$ cat src/flash_host_consts.svh
// Offsets, command codes and timing counts for the parallel flash host
// Behaviour
// - Sector erase: six writes ending 30H at block
// - Whole erase: six writes ending 10H at 5555H
// - Doubtful status: reread twice, both must match
// - Full byte valid 1 us after completion
// - Program needs three unlocks, erase six
// - Address at later fall, data earlier rise
`ifndef FLASH_HOST_CONSTS_SVH
`define FLASH_HOST_CONSTS_SVH

// Command addresses and codes
`define ADR_UNLOCK1 19'h05555
`define ADR_UNLOCK2 19'h02AAA
`define ADR_ZERO 19'h00000
`define CODE_UNLOCK1 8'hAA
`define CODE_UNLOCK2 8'h55
`define CODE_PROGRAM 8'hA0
`define CODE_ERASE_SETUP 8'h80
`define CODE_SECTOR_ERASE 8'h30
`define CODE_WHOLE_ERASE 8'h10
`define CODE_ID_ENTRY 8'h90
`define CODE_ID_EXIT 8'hF0
`define ERASED_BYTE 8'hFF
// Low address bit of an erase block (4 KByte)
`define BLOCK_LSB 12
// Status bit positions
`define POLL_BIT 7
`define TOGGLE_BIT 6
// Sequence lengths
`define STEPS_PROGRAM 3'h4
`define STEPS_ERASE 3'h6
`define STEPS_ID_ENTRY 3'h3
`define STEPS_ID_EXIT 3'h1
`define RETRY_READS 2'h2

// Timing
`define CLK_NS 20
`define GLITCH_NS 5
`define RC_NS 70
`define SETTLE_US 1
`define PROG_MAX_US 20
// Least times round up, longest round down
`define GLITCH_CYC ((`GLITCH_NS + `CLK_NS - 1) / `CLK_NS)
`define WE_LOW_CYC (`GLITCH_CYC + 1)
`define RC_CYC ((`RC_NS + `CLK_NS - 1) / `CLK_NS)
`define SETTLE_CYC ((`SETTLE_US * 1000 + `CLK_NS - 1) / `CLK_NS)
`define PROG_MAX_CYC ((`PROG_MAX_US * 1000) / `CLK_NS)

`endif

$ cat src/flash_host_pkg.sv
// Types shared by the flash host modules
package flash_host_pkg;

	// User operations
	typedef enum logic [2:0]
	{
		OP_READ = 3'h0,
		OP_PROGRAM = 3'h1,
		OP_SECTOR_ERASE = 3'h2,
		OP_WHOLE_ERASE = 3'h3,
		OP_ID_ENTRY = 3'h4,
		OP_ID_EXIT = 3'h5
	} op_t;

	// Bus cycle engine phases
	typedef enum logic [3:0]
	{
		PH_IDLE = 4'h1,
		PH_SETUP = 4'h2,
		PH_STROBE = 4'h4,
		PH_HOLD = 4'h8
	} phase_t;

	// Sequencer states
	typedef enum logic [7:0]
	{
		S_IDLE = 8'h01,
		S_WRITE = 8'h02,
		S_READ = 8'h04,
		S_POLL = 8'h08,
		S_SETTLE = 8'h10,
		S_VERIFY = 8'h20,
		S_ISSUE = 8'h40,
		S_RESPOND = 8'h80
	} state_t;

	// Bus cycle engine state
	typedef struct packed
	{
		phase_t ph;
		logic [7:0] cnt;
		logic wr;
		logic [18:0] addr;
		logic [7:0] dq_o;
		logic dq_oe_n;
		logic ce_n;
		logic oe_n;
		logic we_n;
		logic done;
		logic [7:0] rdata;
	} engine_t;

	// Sequencer state
	typedef struct packed
	{
		state_t st;
		state_t after;
		op_t op;
		logic [2:0] step;
		logic [18:0] addr;
		logic [7:0] data;
		logic [10:0] cnt;
		logic first;
		logic tog;
		logic [1:0] retry;
		logic req;
		logic wr;
		logic [18:0] caddr;
		logic [7:0] cdata;
		logic ready;
		logic rsp_valid;
		logic [7:0] rsp_data;
		logic rsp_err;
	} seq_t;

endpackage

$ cat src/flash_cycle_if.sv
// Handshake between the sequencer and the bus cycle engine
`timescale 1ns/1ps
interface flash_cycle_if;
	logic req; // One-cycle start pulse
	logic wr; // High for a write cycle
	logic [18:0] addr; // Cycle address
	logic [7:0] wdata; // Write data
	logic done; // One-cycle end pulse
	logic [7:0] rdata; // Read data, valid with done

	modport master (output req, wr, addr, wdata, input done, rdata);
	modport engine (input req, wr, addr, wdata, output done, rdata);
endinterface

$ cat src/flash_bus_cycle.sv
// One read or write cycle on the flash pins
`timescale 1ns/1ps
`include "flash_host_consts.svh"
module flash_bus_cycle
(
	// Clock and reset
	input wire logic clk,
	input wire logic srst,
	// Sequencer side
	flash_cycle_if.engine cyc,
	// Flash pins, all from flops
	output logic [18:0] addr,
	output logic [7:0] dq_o,
	output logic dq_oe_n,
	input wire logic [7:0] dq_i,
	output logic ce_n,
	output logic oe_n,
	output logic we_n
);
	flash_host_pkg::engine_t r_reg; // Registered state
	flash_host_pkg::engine_t r_next; // Next state

	// Phase walk: setup, strobe, hold, back to idle
	always_comb
	begin
		r_next = r_reg;
		r_next.done = 1'b0;
		case (r_reg.ph)
			flash_host_pkg::PH_IDLE:
			begin
				if (cyc.req)
				begin
					// Address settles with select low before any strobe falls
					r_next.ph = flash_host_pkg::PH_SETUP;
					r_next.wr = cyc.wr;
					r_next.addr = cyc.addr;
					r_next.dq_o = cyc.wdata;
					r_next.dq_oe_n = ~cyc.wr;
					r_next.ce_n = 1'b0;
				end
			end
			flash_host_pkg::PH_SETUP:
			begin
				r_next.ph = flash_host_pkg::PH_STROBE;
				if (r_reg.wr)
				begin
					// Output enable stays high so the write is not inhibited
					r_next.we_n = 1'b0;
					r_next.cnt = 8'(`WE_LOW_CYC - 1);
				end
				else
				begin
					r_next.oe_n = 1'b0;
					r_next.cnt = 8'(`RC_CYC - 1);
				end
			end
			flash_host_pkg::PH_STROBE:
			begin
				if (r_reg.cnt != 8'h00)
				begin
					r_next.cnt = r_reg.cnt - 8'h01;
				end
				else
				begin
					// Strobe rises first; data keeps driving through hold
					r_next.ph = flash_host_pkg::PH_HOLD;
					r_next.we_n = 1'b1;
					r_next.oe_n = 1'b1;
					if (!r_reg.wr)
					begin
						r_next.rdata = dq_i;
					end
				end
			end
			flash_host_pkg::PH_HOLD:
			begin
				// One idle cycle gives read recovery and data hold
				r_next.ph = flash_host_pkg::PH_IDLE;
				r_next.ce_n = 1'b1;
				r_next.dq_oe_n = 1'b1;
				r_next.done = 1'b1;
			end
			default:
			begin
				r_next.ph = flash_host_pkg::PH_IDLE;
			end
		endcase
	end

	// State register
	always_ff @(posedge clk)
	begin
		if (srst)
		begin
			r_reg <= '{ph: flash_host_pkg::PH_IDLE, cnt: 8'h00, wr: 1'b0, addr: 19'h00000,
				dq_o: 8'h00, dq_oe_n: 1'b1, ce_n: 1'b1, oe_n: 1'b1, we_n: 1'b1,
				done: 1'b0, rdata: 8'h00};
		end
		else
		begin
			r_reg <= r_next;
		end
	end

	// Outputs straight from the register
	assign addr = r_reg.addr;
	assign dq_o = r_reg.dq_o;
	assign dq_oe_n = r_reg.dq_oe_n;
	assign ce_n = r_reg.ce_n;
	assign oe_n = r_reg.oe_n;
	assign we_n = r_reg.we_n;
	assign cyc.done = r_reg.done;
	assign cyc.rdata = r_reg.rdata;
endmodule

$ cat src/flash_host.sv
// Command sequencer that drives a parallel flash through its pins
`timescale 1ns/1ps
`include "flash_host_consts.svh"
module flash_host
(
	// Clock and reset
	input wire logic CLK,
	input wire logic SRST,
	// Command port
	input wire logic CMD_VALID,
	input wire logic [2:0] CMD_OP,
	input wire logic [18:0] CMD_ADDR,
	input wire logic [7:0] CMD_DATA,
	output logic CMD_READY,
	// Answer port
	output logic RSP_VALID,
	output logic [7:0] RSP_DATA,
	output logic RSP_ERR,
	// Flash pins
	output logic [18:0] F_ADDR,
	output logic [7:0] F_DQ_O,
	output logic F_DQ_OE_N,
	input wire logic [7:0] F_DQ_I,
	output logic F_CE_N,
	output logic F_OE_N,
	output logic F_WE_N
);
	flash_cycle_if cyc(); // Link to the cycle engine
	flash_host_pkg::seq_t r_reg; // Registered state
	flash_host_pkg::seq_t r_next; // Next state
	logic [26:0] step_word; // Address and data of the current write
	logic [2:0] step_count; // Writes in the current sequence
	logic [7:0] expect_byte; // Value the array must hold when done

	////////////////////////////////////////////////////////////////////////
	// Command tables

	// Address and data of each write of a sequence
	always_comb
	begin
		step_word = {`ADR_ZERO, `CODE_ID_EXIT};
		if (r_reg.step == 3'h0 && r_reg.op != flash_host_pkg::OP_ID_EXIT)
		begin
			step_word = {`ADR_UNLOCK1, `CODE_UNLOCK1};
		end
		else if (r_reg.step == 3'h1 || r_reg.step == 3'h4)
		begin
			step_word = {`ADR_UNLOCK2, `CODE_UNLOCK2};
		end
		else if (r_reg.step == 3'h3)
		begin
			// Program data write, or second unlock of an erase
			if (r_reg.op == flash_host_pkg::OP_PROGRAM)
			begin
				step_word = {r_reg.addr, r_reg.data};
			end
			else
			begin
				step_word = {`ADR_UNLOCK1, `CODE_UNLOCK1};
			end
		end
		else if (r_reg.step == 3'h2)
		begin
			case (r_reg.op)
				flash_host_pkg::OP_PROGRAM: step_word = {`ADR_UNLOCK1, `CODE_PROGRAM};
				flash_host_pkg::OP_ID_ENTRY: step_word = {`ADR_UNLOCK1, `CODE_ID_ENTRY};
				default: step_word = {`ADR_UNLOCK1, `CODE_ERASE_SETUP};
			endcase
		end
		else if (r_reg.step == 3'h5)
		begin
			// Final erase write: block base or the whole-array code
			if (r_reg.op == flash_host_pkg::OP_SECTOR_ERASE)
			begin
				step_word = {r_reg.addr[18:`BLOCK_LSB], `BLOCK_LSB'(0),
					`CODE_SECTOR_ERASE};
			end
			else
			begin
				step_word = {`ADR_UNLOCK1, `CODE_WHOLE_ERASE};
			end
		end
	end

	// Sequence length and expected result per operation
	always_comb
	begin
		case (r_reg.op)
			flash_host_pkg::OP_PROGRAM: step_count = `STEPS_PROGRAM;
			flash_host_pkg::OP_ID_ENTRY: step_count = `STEPS_ID_ENTRY;
			flash_host_pkg::OP_ID_EXIT: step_count = `STEPS_ID_EXIT;
			default: step_count = `STEPS_ERASE;
		endcase
		// Erase leaves every bit at one
		expect_byte = (r_reg.op == flash_host_pkg::OP_PROGRAM) ? r_reg.data
			: `ERASED_BYTE;
	end

	////////////////////////////////////////////////////////////////////////
	// Sequencer

	// Next state; the cycle request is a one-cycle pulse
	always_comb
	begin
		r_next = r_reg;
		r_next.req = 1'b0;
		r_next.rsp_valid = 1'b0;
		case (r_reg.st)
			flash_host_pkg::S_IDLE:
			begin
				if (CMD_VALID)
				begin
					r_next.op = flash_host_pkg::op_t'(CMD_OP);
					r_next.addr = CMD_ADDR;
					r_next.data = CMD_DATA;
					r_next.step = 3'h0;
					r_next.ready = 1'b0;
					r_next.rsp_err = 1'b0;
					if (CMD_OP == flash_host_pkg::OP_READ)
					begin
						// Plain read; in identification mode 0 and 1 give the codes
						r_next.req = 1'b1;
						r_next.wr = 1'b0;
						r_next.caddr = CMD_ADDR;
						r_next.st = flash_host_pkg::S_READ;
					end
					else
					begin
						r_next.st = flash_host_pkg::S_ISSUE;
					end
				end
			end
			flash_host_pkg::S_ISSUE:
			begin
				// Launch the current write of the sequence
				r_next.req = 1'b1;
				r_next.wr = 1'b1;
				r_next.caddr = step_word[26:8];
				r_next.cdata = step_word[7:0];
				r_next.st = flash_host_pkg::S_WRITE;
			end
			flash_host_pkg::S_WRITE:
			begin
				if (cyc.done)
				begin
					r_next.step = r_reg.step + 3'h1;
					if (r_reg.step + 3'h1 != step_count)
					begin
						r_next.st = flash_host_pkg::S_ISSUE;
					end
					else if (r_reg.op == flash_host_pkg::OP_ID_ENTRY
						|| r_reg.op == flash_host_pkg::OP_ID_EXIT)
					begin
						// Mode writes: wait one read cycle before answering
						r_next.cnt = 11'(`RC_CYC);
						r_next.after = flash_host_pkg::S_RESPOND;
						r_next.st = flash_host_pkg::S_SETTLE;
					end
					else
					begin
						// Last strobe has risen, so status is now valid
						r_next.first = 1'b1;
						r_next.cnt = 11'h000;
						r_next.req = 1'b1;
						r_next.wr = 1'b0;
						r_next.caddr = step_word[26:8];
						r_next.st = flash_host_pkg::S_POLL;
					end
				end
			end
			flash_host_pkg::S_POLL:
			begin
				// No new command is sent while the operation runs
				r_next.cnt = (r_reg.cnt == 11'h7FF) ? r_reg.cnt : r_reg.cnt + 11'h001;
				if (cyc.done)
				begin
					r_next.first = 1'b0;
					r_next.tog = cyc.rdata[`TOGGLE_BIT];
					// Done once bit 6 holds and bit 7 shows the final value
					if (!r_reg.first && cyc.rdata[`TOGGLE_BIT] == r_reg.tog
						&& cyc.rdata[`POLL_BIT] == expect_byte[`POLL_BIT])
					begin
						r_next.cnt = 11'(`SETTLE_CYC);
						r_next.retry = 2'h0;
						r_next.after = flash_host_pkg::S_VERIFY;
						r_next.st = flash_host_pkg::S_SETTLE;
					end
					else if (r_reg.op == flash_host_pkg::OP_PROGRAM
						&& r_reg.cnt >= 11'(`PROG_MAX_CYC))
					begin
						// Program overran its longest time
						r_next.rsp_err = 1'b1;
						r_next.st = flash_host_pkg::S_RESPOND;
					end
					else
					begin
						r_next.req = 1'b1;
					end
				end
			end
			flash_host_pkg::S_SETTLE:
			begin
				// Count out the wait, then read or answer
				if (r_reg.cnt > 11'h001)
				begin
					r_next.cnt = r_reg.cnt - 11'h001;
				end
				else
				begin
					r_next.st = r_reg.after;
					if (r_reg.after == flash_host_pkg::S_VERIFY)
					begin
						r_next.req = 1'b1;
					end
				end
			end
			flash_host_pkg::S_VERIFY:
			begin
				if (cyc.done)
				begin
					r_next.rsp_data = cyc.rdata;
					if (cyc.rdata != expect_byte && r_reg.retry == 2'h0)
					begin
						// Doubtful result: two more reads must both match
						r_next.retry = `RETRY_READS;
						r_next.req = 1'b1;
					end
					else if (cyc.rdata != expect_byte)
					begin
						r_next.rsp_err = 1'b1;
						r_next.st = flash_host_pkg::S_RESPOND;
					end
					else if (r_reg.retry > 2'h1)
					begin
						r_next.retry = r_reg.retry - 2'h1;
						r_next.req = 1'b1;
					end
					else
					begin
						r_next.st = flash_host_pkg::S_RESPOND;
					end
				end
			end
			flash_host_pkg::S_READ:
			begin
				if (cyc.done)
				begin
					r_next.rsp_data = cyc.rdata;
					r_next.st = flash_host_pkg::S_RESPOND;
				end
			end
			flash_host_pkg::S_RESPOND:
			begin
				r_next.rsp_valid = 1'b1;
				r_next.ready = 1'b1;
				r_next.st = flash_host_pkg::S_IDLE;
			end
			default:
			begin
				r_next.st = flash_host_pkg::S_IDLE;
				r_next.ready = 1'b1;
			end
		endcase
	end

	// State register
	always_ff @(posedge CLK)
	begin
		if (SRST)
		begin
			r_reg <= '{st: flash_host_pkg::S_IDLE, after: flash_host_pkg::S_IDLE,
				op: flash_host_pkg::OP_READ, step: 3'h0, addr: 19'h00000, data: 8'h00,
				cnt: 11'h000, first: 1'b0, tog: 1'b0, retry: 2'h0, req: 1'b0, wr: 1'b0,
				caddr: 19'h00000, cdata: 8'h00, ready: 1'b1, rsp_valid: 1'b0,
				rsp_data: 8'h00, rsp_err: 1'b0};
		end
		else
		begin
			r_reg <= r_next;
		end
	end

	////////////////////////////////////////////////////////////////////////
	// Cycle engine and outputs

	assign cyc.req = r_reg.req;
	assign cyc.wr = r_reg.wr;
	assign cyc.addr = r_reg.caddr;
	assign cyc.wdata = r_reg.cdata;

	// Pin timing lives in the engine
	flash_bus_cycle u_cycle
	(
		.clk(CLK),
		.srst(SRST),
		.cyc(cyc.engine),
		.addr(F_ADDR),
		.dq_o(F_DQ_O),
		.dq_oe_n(F_DQ_OE_N),
		.dq_i(F_DQ_I),
		.ce_n(F_CE_N),
		.oe_n(F_OE_N),
		.we_n(F_WE_N)
	);

	assign CMD_READY = r_reg.ready;
	assign RSP_VALID = r_reg.rsp_valid;
	assign RSP_DATA = r_reg.rsp_data;
	assign RSP_ERR = r_reg.rsp_err;
endmodule

$ cat config.mk
export PLATFORM = sky130hd
export DESIGN_NAME = flash_host
export DESIGN_NICKNAME = d
export VERILOG_FILES = /design/src/flash_host_pkg.sv /design/src/flash_cycle_if.sv /design/src/flash_bus_cycle.sv /design/src/flash_host.sv
export VERILOG_INCLUDE_DIRS = /design/src
export SDC_FILE = /design/constraint.sdc
export NUM_CORES = 1
export LEC_CHECK = 0
export ABC_AREA = 1
export BUFFER_PORTS_ARGS = -buffer_cell sky130_fd_sc_hd__buf_4
export CORE_ASPECT_RATIO = 1.5
export CORE_MARGIN = 5
export CORE_UTILIZATION = 35
export DETAILED_ROUTE_END_ITERATION = 12
export PLACE_DENSITY_LB_ADDON = 0.25
export SLEW_MARGIN = 15
export SYNTH_ARGS = -nofsm -noshare
export SYNTH_HDL_FRONTEND = slang
export SYNTH_SLANG_ARGS = --single-unit
$ cat constraint.sdc
create_clock -name CLK -period 2.5 [get_ports CLK]
set_input_delay 0.375 -clock CLK [delete_from_list [all_inputs] [get_ports CLK]]
set_output_delay 0.375 -clock CLK [all_outputs]
set_load 0.02 [all_outputs]
### After elaboration in Yosys (flattened, before gate mapping)

Index checks and enable logic that the tools add are counted.

* register bits after elaboration: 157
* logic and storage cells: 219

* $add $sub $neg: 5
* order comparisons: 3
* equality and inequality tests: 53
* multiplexer cells: 84
* bitwise gates (word level): 4
* reduce and logical (&&, ||, !) cells: 41

Operator list (number)
* 27-bit two-way mux: 7
* 8-bit two-way mux: 15
* 21-bit two-way mux: 5
* 20-bit case mux with 3 select lines: 1
* 8-bit case mux with 7 select lines: 1
* 16-bit two-way mux: 3
* 8-bit case mux with 2 select lines: 3
* 11-bit two-way mux: 3
* 11-bit case mux with 3 select lines: 1
* 30-bit two-way mux: 1
* 2-bit != test (second input constant): 15
* 12-bit two-way mux: 2
* 3-bit two-way mux: 6
* 6-bit AND reduction: 3
* 8-bit by 6-bit equality test with 1-bit output (second input constant): 2
* 1-bit two-way mux: 15
* 3-bit != test (second input constant): 5
* 3-bit AND reduction: 5
* 7-bit two-way mux: 2
* 2-bit AND reduction: 7
* 3-bit equality test (second input constant): 4
* 2-bit by 1-bit != test with 1-bit output (second input constant): 6
* 2-bit case mux with 2 select lines: 3
* 4-bit case mux with 3 select lines: 1
* other kinds (49): 74

### Longest topological paths before layout

Gate-level depths: netlist of run 1.

* depth after elaboration: 11
* mapped depth: 17
* depth with buffers taken out: 16

### By module

Synthesis of run 1 repeated with hierarchy kept, for this count alone.

* cells, all modules: 1152
* area total of the unflattened synthesis: 7905.1 µm²

Modules (own cells, without submodules)
* flash_host: times used 1, cells an instance 839, area an instance 5537.8 µm², sequential area each 1981.9 µm²
* flash_bus_cycle: times used 1, cells an instance 313, area an instance 2367.3 µm², sequential area each 1061.0 µm²

### Worst setup path before layout of run 1

OpenSTA, ideal clock, no wires.

* kind: register to register
* start: reg r_reg[82] in the netlist's numbering
* end: reg r_reg[49] in the netlist's numbering
* setup time: 0.122 ns
* arrival: 1.853 ns
* setup slack: 0.526 ns
* stages on the path, launching flop included: 11
* buffers on the path: 1
* period minus slack after synthesis: 1.974 ns
* path through: dfxtp_1 ha_1 ha_1 inv_1 nor3_1 o21ai_0 o21ai_1 nand2_1 buf_2 a221oi_1 nor2_1

* word-level cells in the longest chain between the ends: 4

RTL lines
* start: declaration: line flash_host.sv:29 `flash_host_pkg::seq_t r_reg;`
* start signal: assignment: line flash_host.sv:271 `r_reg <= '{st: flash_host_pkg::S_IDLE, after: flash_host_pkg::S_IDLE,`
* start signal: assignment: line flash_host.sv:279 `r_reg <= r_next;`
* 3-bit by 1-bit adder with 3-bit output: line flash_host.sv:147 `if (r_reg.step + 3'h1 != step_count)`
* 3-bit != test: line flash_host.sv:147
* 2-bit != test (no line)
* 4-bit AND reduction (no line)

Every way passes these cells.
A chain may end at the register's enable or synchronous reset.

### Final worst setup path of run 1

* start: reg r_reg[82] in the netlist's numbering
* end: reg r_reg[45] in the netlist's numbering

The elaborated chain is that of the path after synthesis.

==> metrics.md, run 1 <==
| Metric | Value |
|---|---|
| Vias in the first global route | `7062` |
| Setup-failing EPs final | `0` |
| Layout net count | `1165` |
| Largest net degree at the start of global routing | `53` |
| F_max | `0.442 GHz` |
| Die Area | `25200 um2` |
| DRT iter0 DRCs | `371` |
| Yosys cell types | `46` |
| Util after Layout | `41.2%` |
| Maximum net fanout on the critical path | `6` |
| Cell Chain, Critical Path | `inv_1, ha_1, xor2_1, inv_1, o21ai_0, o21ai_1, nand2_2, clkinvlp_2, o21ai_1, a21oi_1` |
| Net Sw Frac | `35.5%` |
| WP data arrival | `2580 ps` |
| Die Height | `192 um` |
| Initial Util | `35.6%` |
| Startpoint Class | `register` |
| Detailed-route wire length per cell | `15.7 um` |
| Combinational power share | `27.0%` |
| Internal Power | `5020 uW` |
| PwrDens | `868 nW/um2` |
| Register bit total from synthesis | `152` |
| Fin Setup TNS | `0 ps` |
| Hold Crit Start | `CMD_ADDR[7]` |
| Final period util | `90.6%` |
| GRT Resource Usage Total | `17.4%` |
| Root Driver | `clkbuf_16` |
| # IOs | `83` |
| Leading register cell type out of synthesis | `dfxtp_1` |
| Clock insertion delay at the later pin of the skew report | `430 ps` |
| Cells on Worst Hold Path | `3` |
| Post-cts sizing count | `0` |
| Routability congestion estimate | `0.894` |
| Global Route met2 Usage | `32.7%` |
| Busiest grt layer | `met2` |
| Reg2reg end | `r_reg[45]$_SDFFE_PP0P_` |
| CTS H-tree lvls | `4` |
| Hold Vio Cnt, Final | `0` |
| First-pass GRT wire length | `35400 um` |
| Post-synthesis instance total | `1079` |
| Rows | `66` |
| Syn nets | `1131` |
| DR vias/cell | `5.08` |
| Avg Cell Area, Syn | `7.16 um2` |
| Final ANT Viol Nets | `0` |
| Max reg flops | `59` |
| TritonCTS buffer count | `17` |
| TritonCTS Sinks | `152` |
| Router iterations before antenna repair | `5` |
| Skew final | `7.02 ps` |
| CTS tree | `built` |
| Residual DRC | `0` |
| Antenna cells | `0` |
| Slew Viols, Final | `0` |
| Clock group share of total power | `34.0%` |
| Cts hold-fix bufs | `0` |
| Register area share after synthesis | `39.4%` |
| Worst setup EP type | `register` |
| Syn-to-layout area delta | `15.9%` |
| Reg-to-reg slack, setup | `240 ps` |
| Worst min path class | `primary input to register` |
| Peak supply drop | `0.484 mV` |
| Synth Cell Area | `7720 um2` |
| Actual slew at the worst max-slew pin | `871 ps` |
| Maximum root-to-sink buffer count | `2` |
| GR Util met3 | `3.17%` |
| Clock-pin slew on the worst setup and hold paths | `70 ps` |
| Max-cap violations | `0` |
| R2R cell count | `10` |
| Die W | `131 um` |
| Share of post-route cells with drive strength above 1 | `17.5%` |
| Met1 Use GR | `18.4%` |
| Drt total wl | `22000 um` |
| CP required | `2820 ps` |
| Hpwl dp | `16100 um` |
| Outcome | `complete, no violations` |
| Sequential power share | `39.0%` |
| Switching pwr | `2760 uW` |
| Routed via count | `7104` |
| Port Buffers | `82` |
| Grt total ovfl | `0` |
| Max_slew headroom | `41.9%` |
| Hold WS | `172 ps` |
| Lkg Pwr | `0.00395 uW` |
| Post-synth EDFFs | `0` |
| Slowest cell on crit path | `dfxtp_1` |
| RSZ-0062 raised after global routing | `false` |
| Crit path kind | `register to register` |
| Initial antenna violation count | `0` |
| Worst r2r src | `r_reg[82]$_SDFFE_PP0P_` |
| Synth warn | `0` |
| Core area | `21700 um2` |
| Post-route minimum period | `2260 ps` |
| Largest stage delay, worst path | `390 ps` |
| Async set or reset register ratio after synthesis | `0%` |
| Hold Path End | `r_reg[70]$_SDFFE_PP0P_` |
| Setup bufs post-CTS | `0` |
==> critical path: cells and delay by family, from the launching register on <==
family                     cells  cell delay, ps
DFF                            1             390
buffers and inverters          3             520
and+or+nand+nor                1             140
adders and majority gates      1             350
AOI/OAI and AO/OA              4             510
xor gates and xnor gates       1             240
==> how the worst max path moves through the flow <==
stage | start | end | slack, ps | cells past startpoint
6_report | r_reg[82]$_SDFFE_PP0P_ | r_reg[45]$_SDFFE_PP0P_ | 240 | 10
4_1_cts | r_reg[82]$_SDFFE_PP0P_ | r_reg[48]$_SDFFE_PP0P_ | 260 | 10
5_1_grt | r_reg[82]$_SDFFE_PP0P_ | r_reg[46]$_SDFFE_PP0P_ | 40 | 12
2_1_floorplan | r_reg[82]$_SDFFE_PP0P_ | r_reg[49]$_SDFFE_PP0P_ | 530 | 10
3_5_place_dp | r_reg[82]$_SDFFE_PP0P_ | cyc.addr[11]$_SDFFE_PP0P_ | 290 | 9
3_3_place_gp | r_reg[82]$_SDFFE_PP0P_ | r_reg[46]$_SDFFE_PP0P_ | 340 | 12
==> layout by cell type (no fill, tap or decap), types with 3 or more instances in the layout <==
cell type    n
nand2_2     15
nand2_4      4
nor2_1     145
nand3_2      3
clkbuf_8     3
nand3_4      4
clkinv_4     3
a211oi_1     3
nor2_4       5
a21oi_1     75
o21ai_0    136
clkinv_2     3
o211ai_1     6
nand2_1    169
o21ai_1     10
inv_2       12
ha_1        11
a31oi_1     24
nand4_1     16
clkbuf_16   17
nor2_2       7
inv_1       95
inv_6        3
xor2_1       5
dfxtp_1    152
buf_4       94
nor3_1      19
nand3_1     43
nor3_2       6
nor4_1       4
==> cell type report <==
class,count,area (um2)
multi-input combinational,736,3800
clock buffer,20,467
timing repair inverter,1,5.00
inverter,109,413
tap,272,340
fill,2242,12800
sequential,152,3040
timing repair buffer,96,746
clock inverter,12,139
==> power by group through the flow <==
stage	logic (uW)	registers (uW)	clock network (uW)
after global placement	2080	3080	0
after floorplan	1600	3010	0
after global routing	2380	3070	2810
final	2100	3030	2640
after CTS	2110	3030	2700
after detailed placement	2100	3080	0
==> synth_stat cells (9+ instances only) <==
cell / instances / area (um2)
clkbuf_1: 32 / 120
nand2_1: 170 / 638
nand3_1: 43 / 215
nand2_2: 14 / 87.6
inv_2: 11 / 41.3
nor2_1: 145 / 544
ha_1: 11 / 138
nand4_1: 16 / 100
dfxtp_1: 152 / 3040
a31oi_1: 24 / 150
buf_2: 9 / 45.0
o21ai_0: 136 / 681
a21oi_1: 75 / 375
nor3_1: 20 / 100
o21ai_1: 10 / 50.1
buf_4: 38 / 285
inv_1: 97 / 364
==> routing by layer <==
metal | part of all wire [%] | wire length, um
met1 | 39 | 8570
met2 | 53 | 11800
met3 | 3.4 | 758
met4 | 4.2 | 915
met5 | 0 | 0
==> cell families (layout without fill, tap and decap cells) <==
group	after synthesis	count (layout)	share of synthesized area, %
AO/OA/AOI/OAI	266	266	18.6
XOR/XNOR	7	7	0.794
adder cells (fa/ha/maj)	11	11	1.78
buffers and inverters	191	238	11.6
flip-flops	152	152	39.4
AND/OR/NAND/NOR	452	452	27.9
==> metrics by stage <==
| step | setup WS [ps] | cells | cell area, um2 | total power [uW] |
|---|---|---|---|---|
| 6_report | 236 | 1398 | 8950 | 7770 |
| 5_1_grt | 40.0 | 1398 | 8950 | 8250 |
| 4_1_cts | 257 | 1397 | 8930 | 7840 |
| 3_5_place_dp | 287 | 1365 | 8330 | 5180 |
| 3_3_place_gp | 340 | 1365 | 8330 | 5150 |
| 2_1_floorplan | 526 | 1079 | 7720 | 4610 |
Note: power is estimated with default switching activity, not from simulation.
==> inputs of run 2 (changes only) <==
--- a/config.mk
+++ b/config.mk
@@ -9,9 +9,10 @@
 export ABC_AREA = 1
 export BUFFER_PORTS_ARGS = -buffer_cell sky130_fd_sc_hd__buf_4
 export CORE_ASPECT_RATIO = 1.5
-export CORE_MARGIN = 5
+export CORE_MARGIN = 8
 export CORE_UTILIZATION = 35
 export DETAILED_ROUTE_END_ITERATION = 12
+export GPL_TIMING_DRIVEN = 0
 export PLACE_DENSITY_LB_ADDON = 0.25
 export SLEW_MARGIN = 15
 export SYNTH_ARGS = -nofsm -noshare
==> constraint.sdc (replaced) <==
create_clock -name CLK -period 2.5 [get_ports CLK]
set_input_delay 0 -clock CLK [delete_from_list [all_inputs] [get_ports CLK]]
set_output_delay 0 -clock CLK [all_outputs]
set_load 0.02 [all_outputs]
==> metrics.md, run 2 (synthesis gave the netlist of run 1 again) <==
| Metric | Value |
|---|---|
| Initial antenna violation count | `0` |
| Met1 Use GR | `18.8%` |
| Router iterations before antenna repair | `5` |
| Crit path kind | `register to register` |
| Cells after DPL | `1433` |
| Hold Vio Cnt, Final | `0` |
| Port Buffers | `82` |
| TritonCTS Sinks | `152` |
| Peak supply drop | `0.434 mV` |
| Setup-failing EPs final | `0` |
| Lkg Pwr | `0.00432 uW` |
| Residual DRC | `0` |
| Worst min path class | `primary input to register` |
| Maximum root-to-sink buffer count | `2` |
| DR vias/cell | `5.03` |
| Largest net degree at the start of global routing | `17` |
| Max-cap violations | `0` |
| Setup bufs post-CTS | `0` |
| Layout net count | `1272` |
| Maximum net fanout on the critical path | `10` |
| First-pass GRT wire length | `39000 um` |
| Max reg flops | `59` |
| Syn-to-layout area delta | `25.1%` |
| Detailed-route wire length per cell | `16.0 um` |
| Global Route met2 Usage | `34.4%` |
| Worst setup EP type | `register` |
| Die Height | `198 um` |
| Root Driver | `clkbuf_16` |
| Routability congestion estimate | `0.893` |
| Commonest cells after routing, fill and taps aside | `nand2_1 (170), dfxtp_1 (152), nor2_1 (145)` |
| Clock insertion delay at the later pin of the skew report | `430 ps` |
| Final ANT Viol Nets | `0` |
| Busiest grt layer | `met2` |
| Skew final | `13.7 ps` |
| Outcome | `complete, no violations` |
| Post-route insts no fill | `1505` |
| DRT iter0 DRCs | `373` |
| Startpoint Class | `register` |
| Clock-pin slew on the worst setup and hold paths | `70 ps` |
| Fin Setup TNS | `0 ps` |
| TritonCTS buffer count | `17` |
| WP data arrival | `2580 ps` |
| Most common cell after layout, fill and taps aside | `nand2_1` |
| Final period util | `90.4%` |
| Initial Util | `35.6%` |
| Reg-to-reg slack, setup | `240 ps` |
| Vias in the first global route | `7823` |
| Actual slew at the worst max-slew pin | `729 ps` |
| Die W | `137 um` |
| Routed via count | `7571` |
| Core area | `21700 um2` |
| # IOs | `83` |
| Drt total wl | `24000 um` |
| GR Util met3 | `2.59%` |
| Antenna cells | `0` |
| CP required | `2820 ps` |
| PwrDens | `810 nW/um2` |
| Slew Viols, Final | `0` |
| CTS tree | `built` |
| CTS H-tree lvls | `4` |
| Hpwl dp | `18100 um` |
| RSZ-0062 raised after global routing | `false` |
| Post-route minimum period | `2260 ps` |
| GRT Resource Usage Total | `18.2%` |
| Share of post-route cells with drive strength above 1 | `18.5%` |
| Die Area | `27200 um2` |
| Rows | `66` |
| F_max | `0.442 GHz` |
| Max_slew headroom | `51.4%` |
| Grt total ovfl | `0` |
[run 2: cell count changes in the layout (fill, tap and decap cells not counted), moves of 2 or more]
cell	previous run	this run
clkinvlp_4	1	4
dlygate4sd3_1	0	40
buf_12	2	0
clkbuf_1	0	33
buf_2	0	9
clkinv_2	3	0
inv_1	95	97
buf_4	94	120
buf_6	0	3
clkbuf_8	3	1
[run 2: final cells by class]
class	instances	area (um2)
fillers	2252	12100
multi-input cells	736	3790
flip-flops and latches	152	3040
repair buffers	122	1020
plain buffers	82	484
clock buffers	19	443
inverters	109	409
well taps	272	340
clock inverters	13	135
[run 2: critical path, cell delays in order (launching register included)]
cell	delay (ps)
dfxtp_1	340
ha_1	210
ha_1	340
inv_1	80
nor3_2	180
o21ai_0	160
o21ai_1	220
nand2_1	100
buf_2	210
nand2_1	80
nand2_1	50
o21ai_1	140
inv_1	50
[run 2: per-stage QoR]
stage	worst slack [ps]	hold WS [ps]	instance area, um2	power, uW	util, %
after detailed placement	200	250	8680	5280	40.0
final	240	365	9660	7830	44.5
after global routing	28.7	376	9660	8290	44.5
after CTS	191	345	9660	7880	44.5
after floorplan	526	128	7720	4610	-
after global placement	214	248	8680	5240	40.0
[run 2: layer usage]
layer / vias up / wire, um
met4: 0 / 1060
met2: 171 / 13000
met5: - / 0
li1: 3818 / -
met1: 3533 / 9260
met3: 49 / 715
[run 2: power breakdown]
part	internal (uW)	switching [uW]	total (uW)	leakage, uW
clock network	1430	1120	2550	0.000271
logic	752	1500	2260	0.00281
registers	2790	231	3020	0.00123
[run 2: what timing repair did]
action / CTS / global route
hold buffers: 40 / 0
setup endpoints to repair: 0 / 2
resized for setup: 0 / 1
endpoints found under the hold margin: 65 / 0
[run 2: path summary, 6_finish.rpt]
| kind | from | endpoint | depth (start not counted) |
|---|---|---|---|
| max | r_reg[82]$_SDFFE_PP0P_ | r_reg[46]$_SDFFE_PP0P_ | 12 |
| max reg2reg | r_reg[82]$_SDFFE_PP0P_ | r_reg[46]$_SDFFE_PP0P_ | 12 |
| min | CMD_ADDR[7] | r_reg[70]$_SDFFE_PP0P_ | 4 |
| min reg2reg | r_reg[93]$_SDFFE_PP0P_ | r_reg[93]$_SDFFE_PP0P_ | 2 |
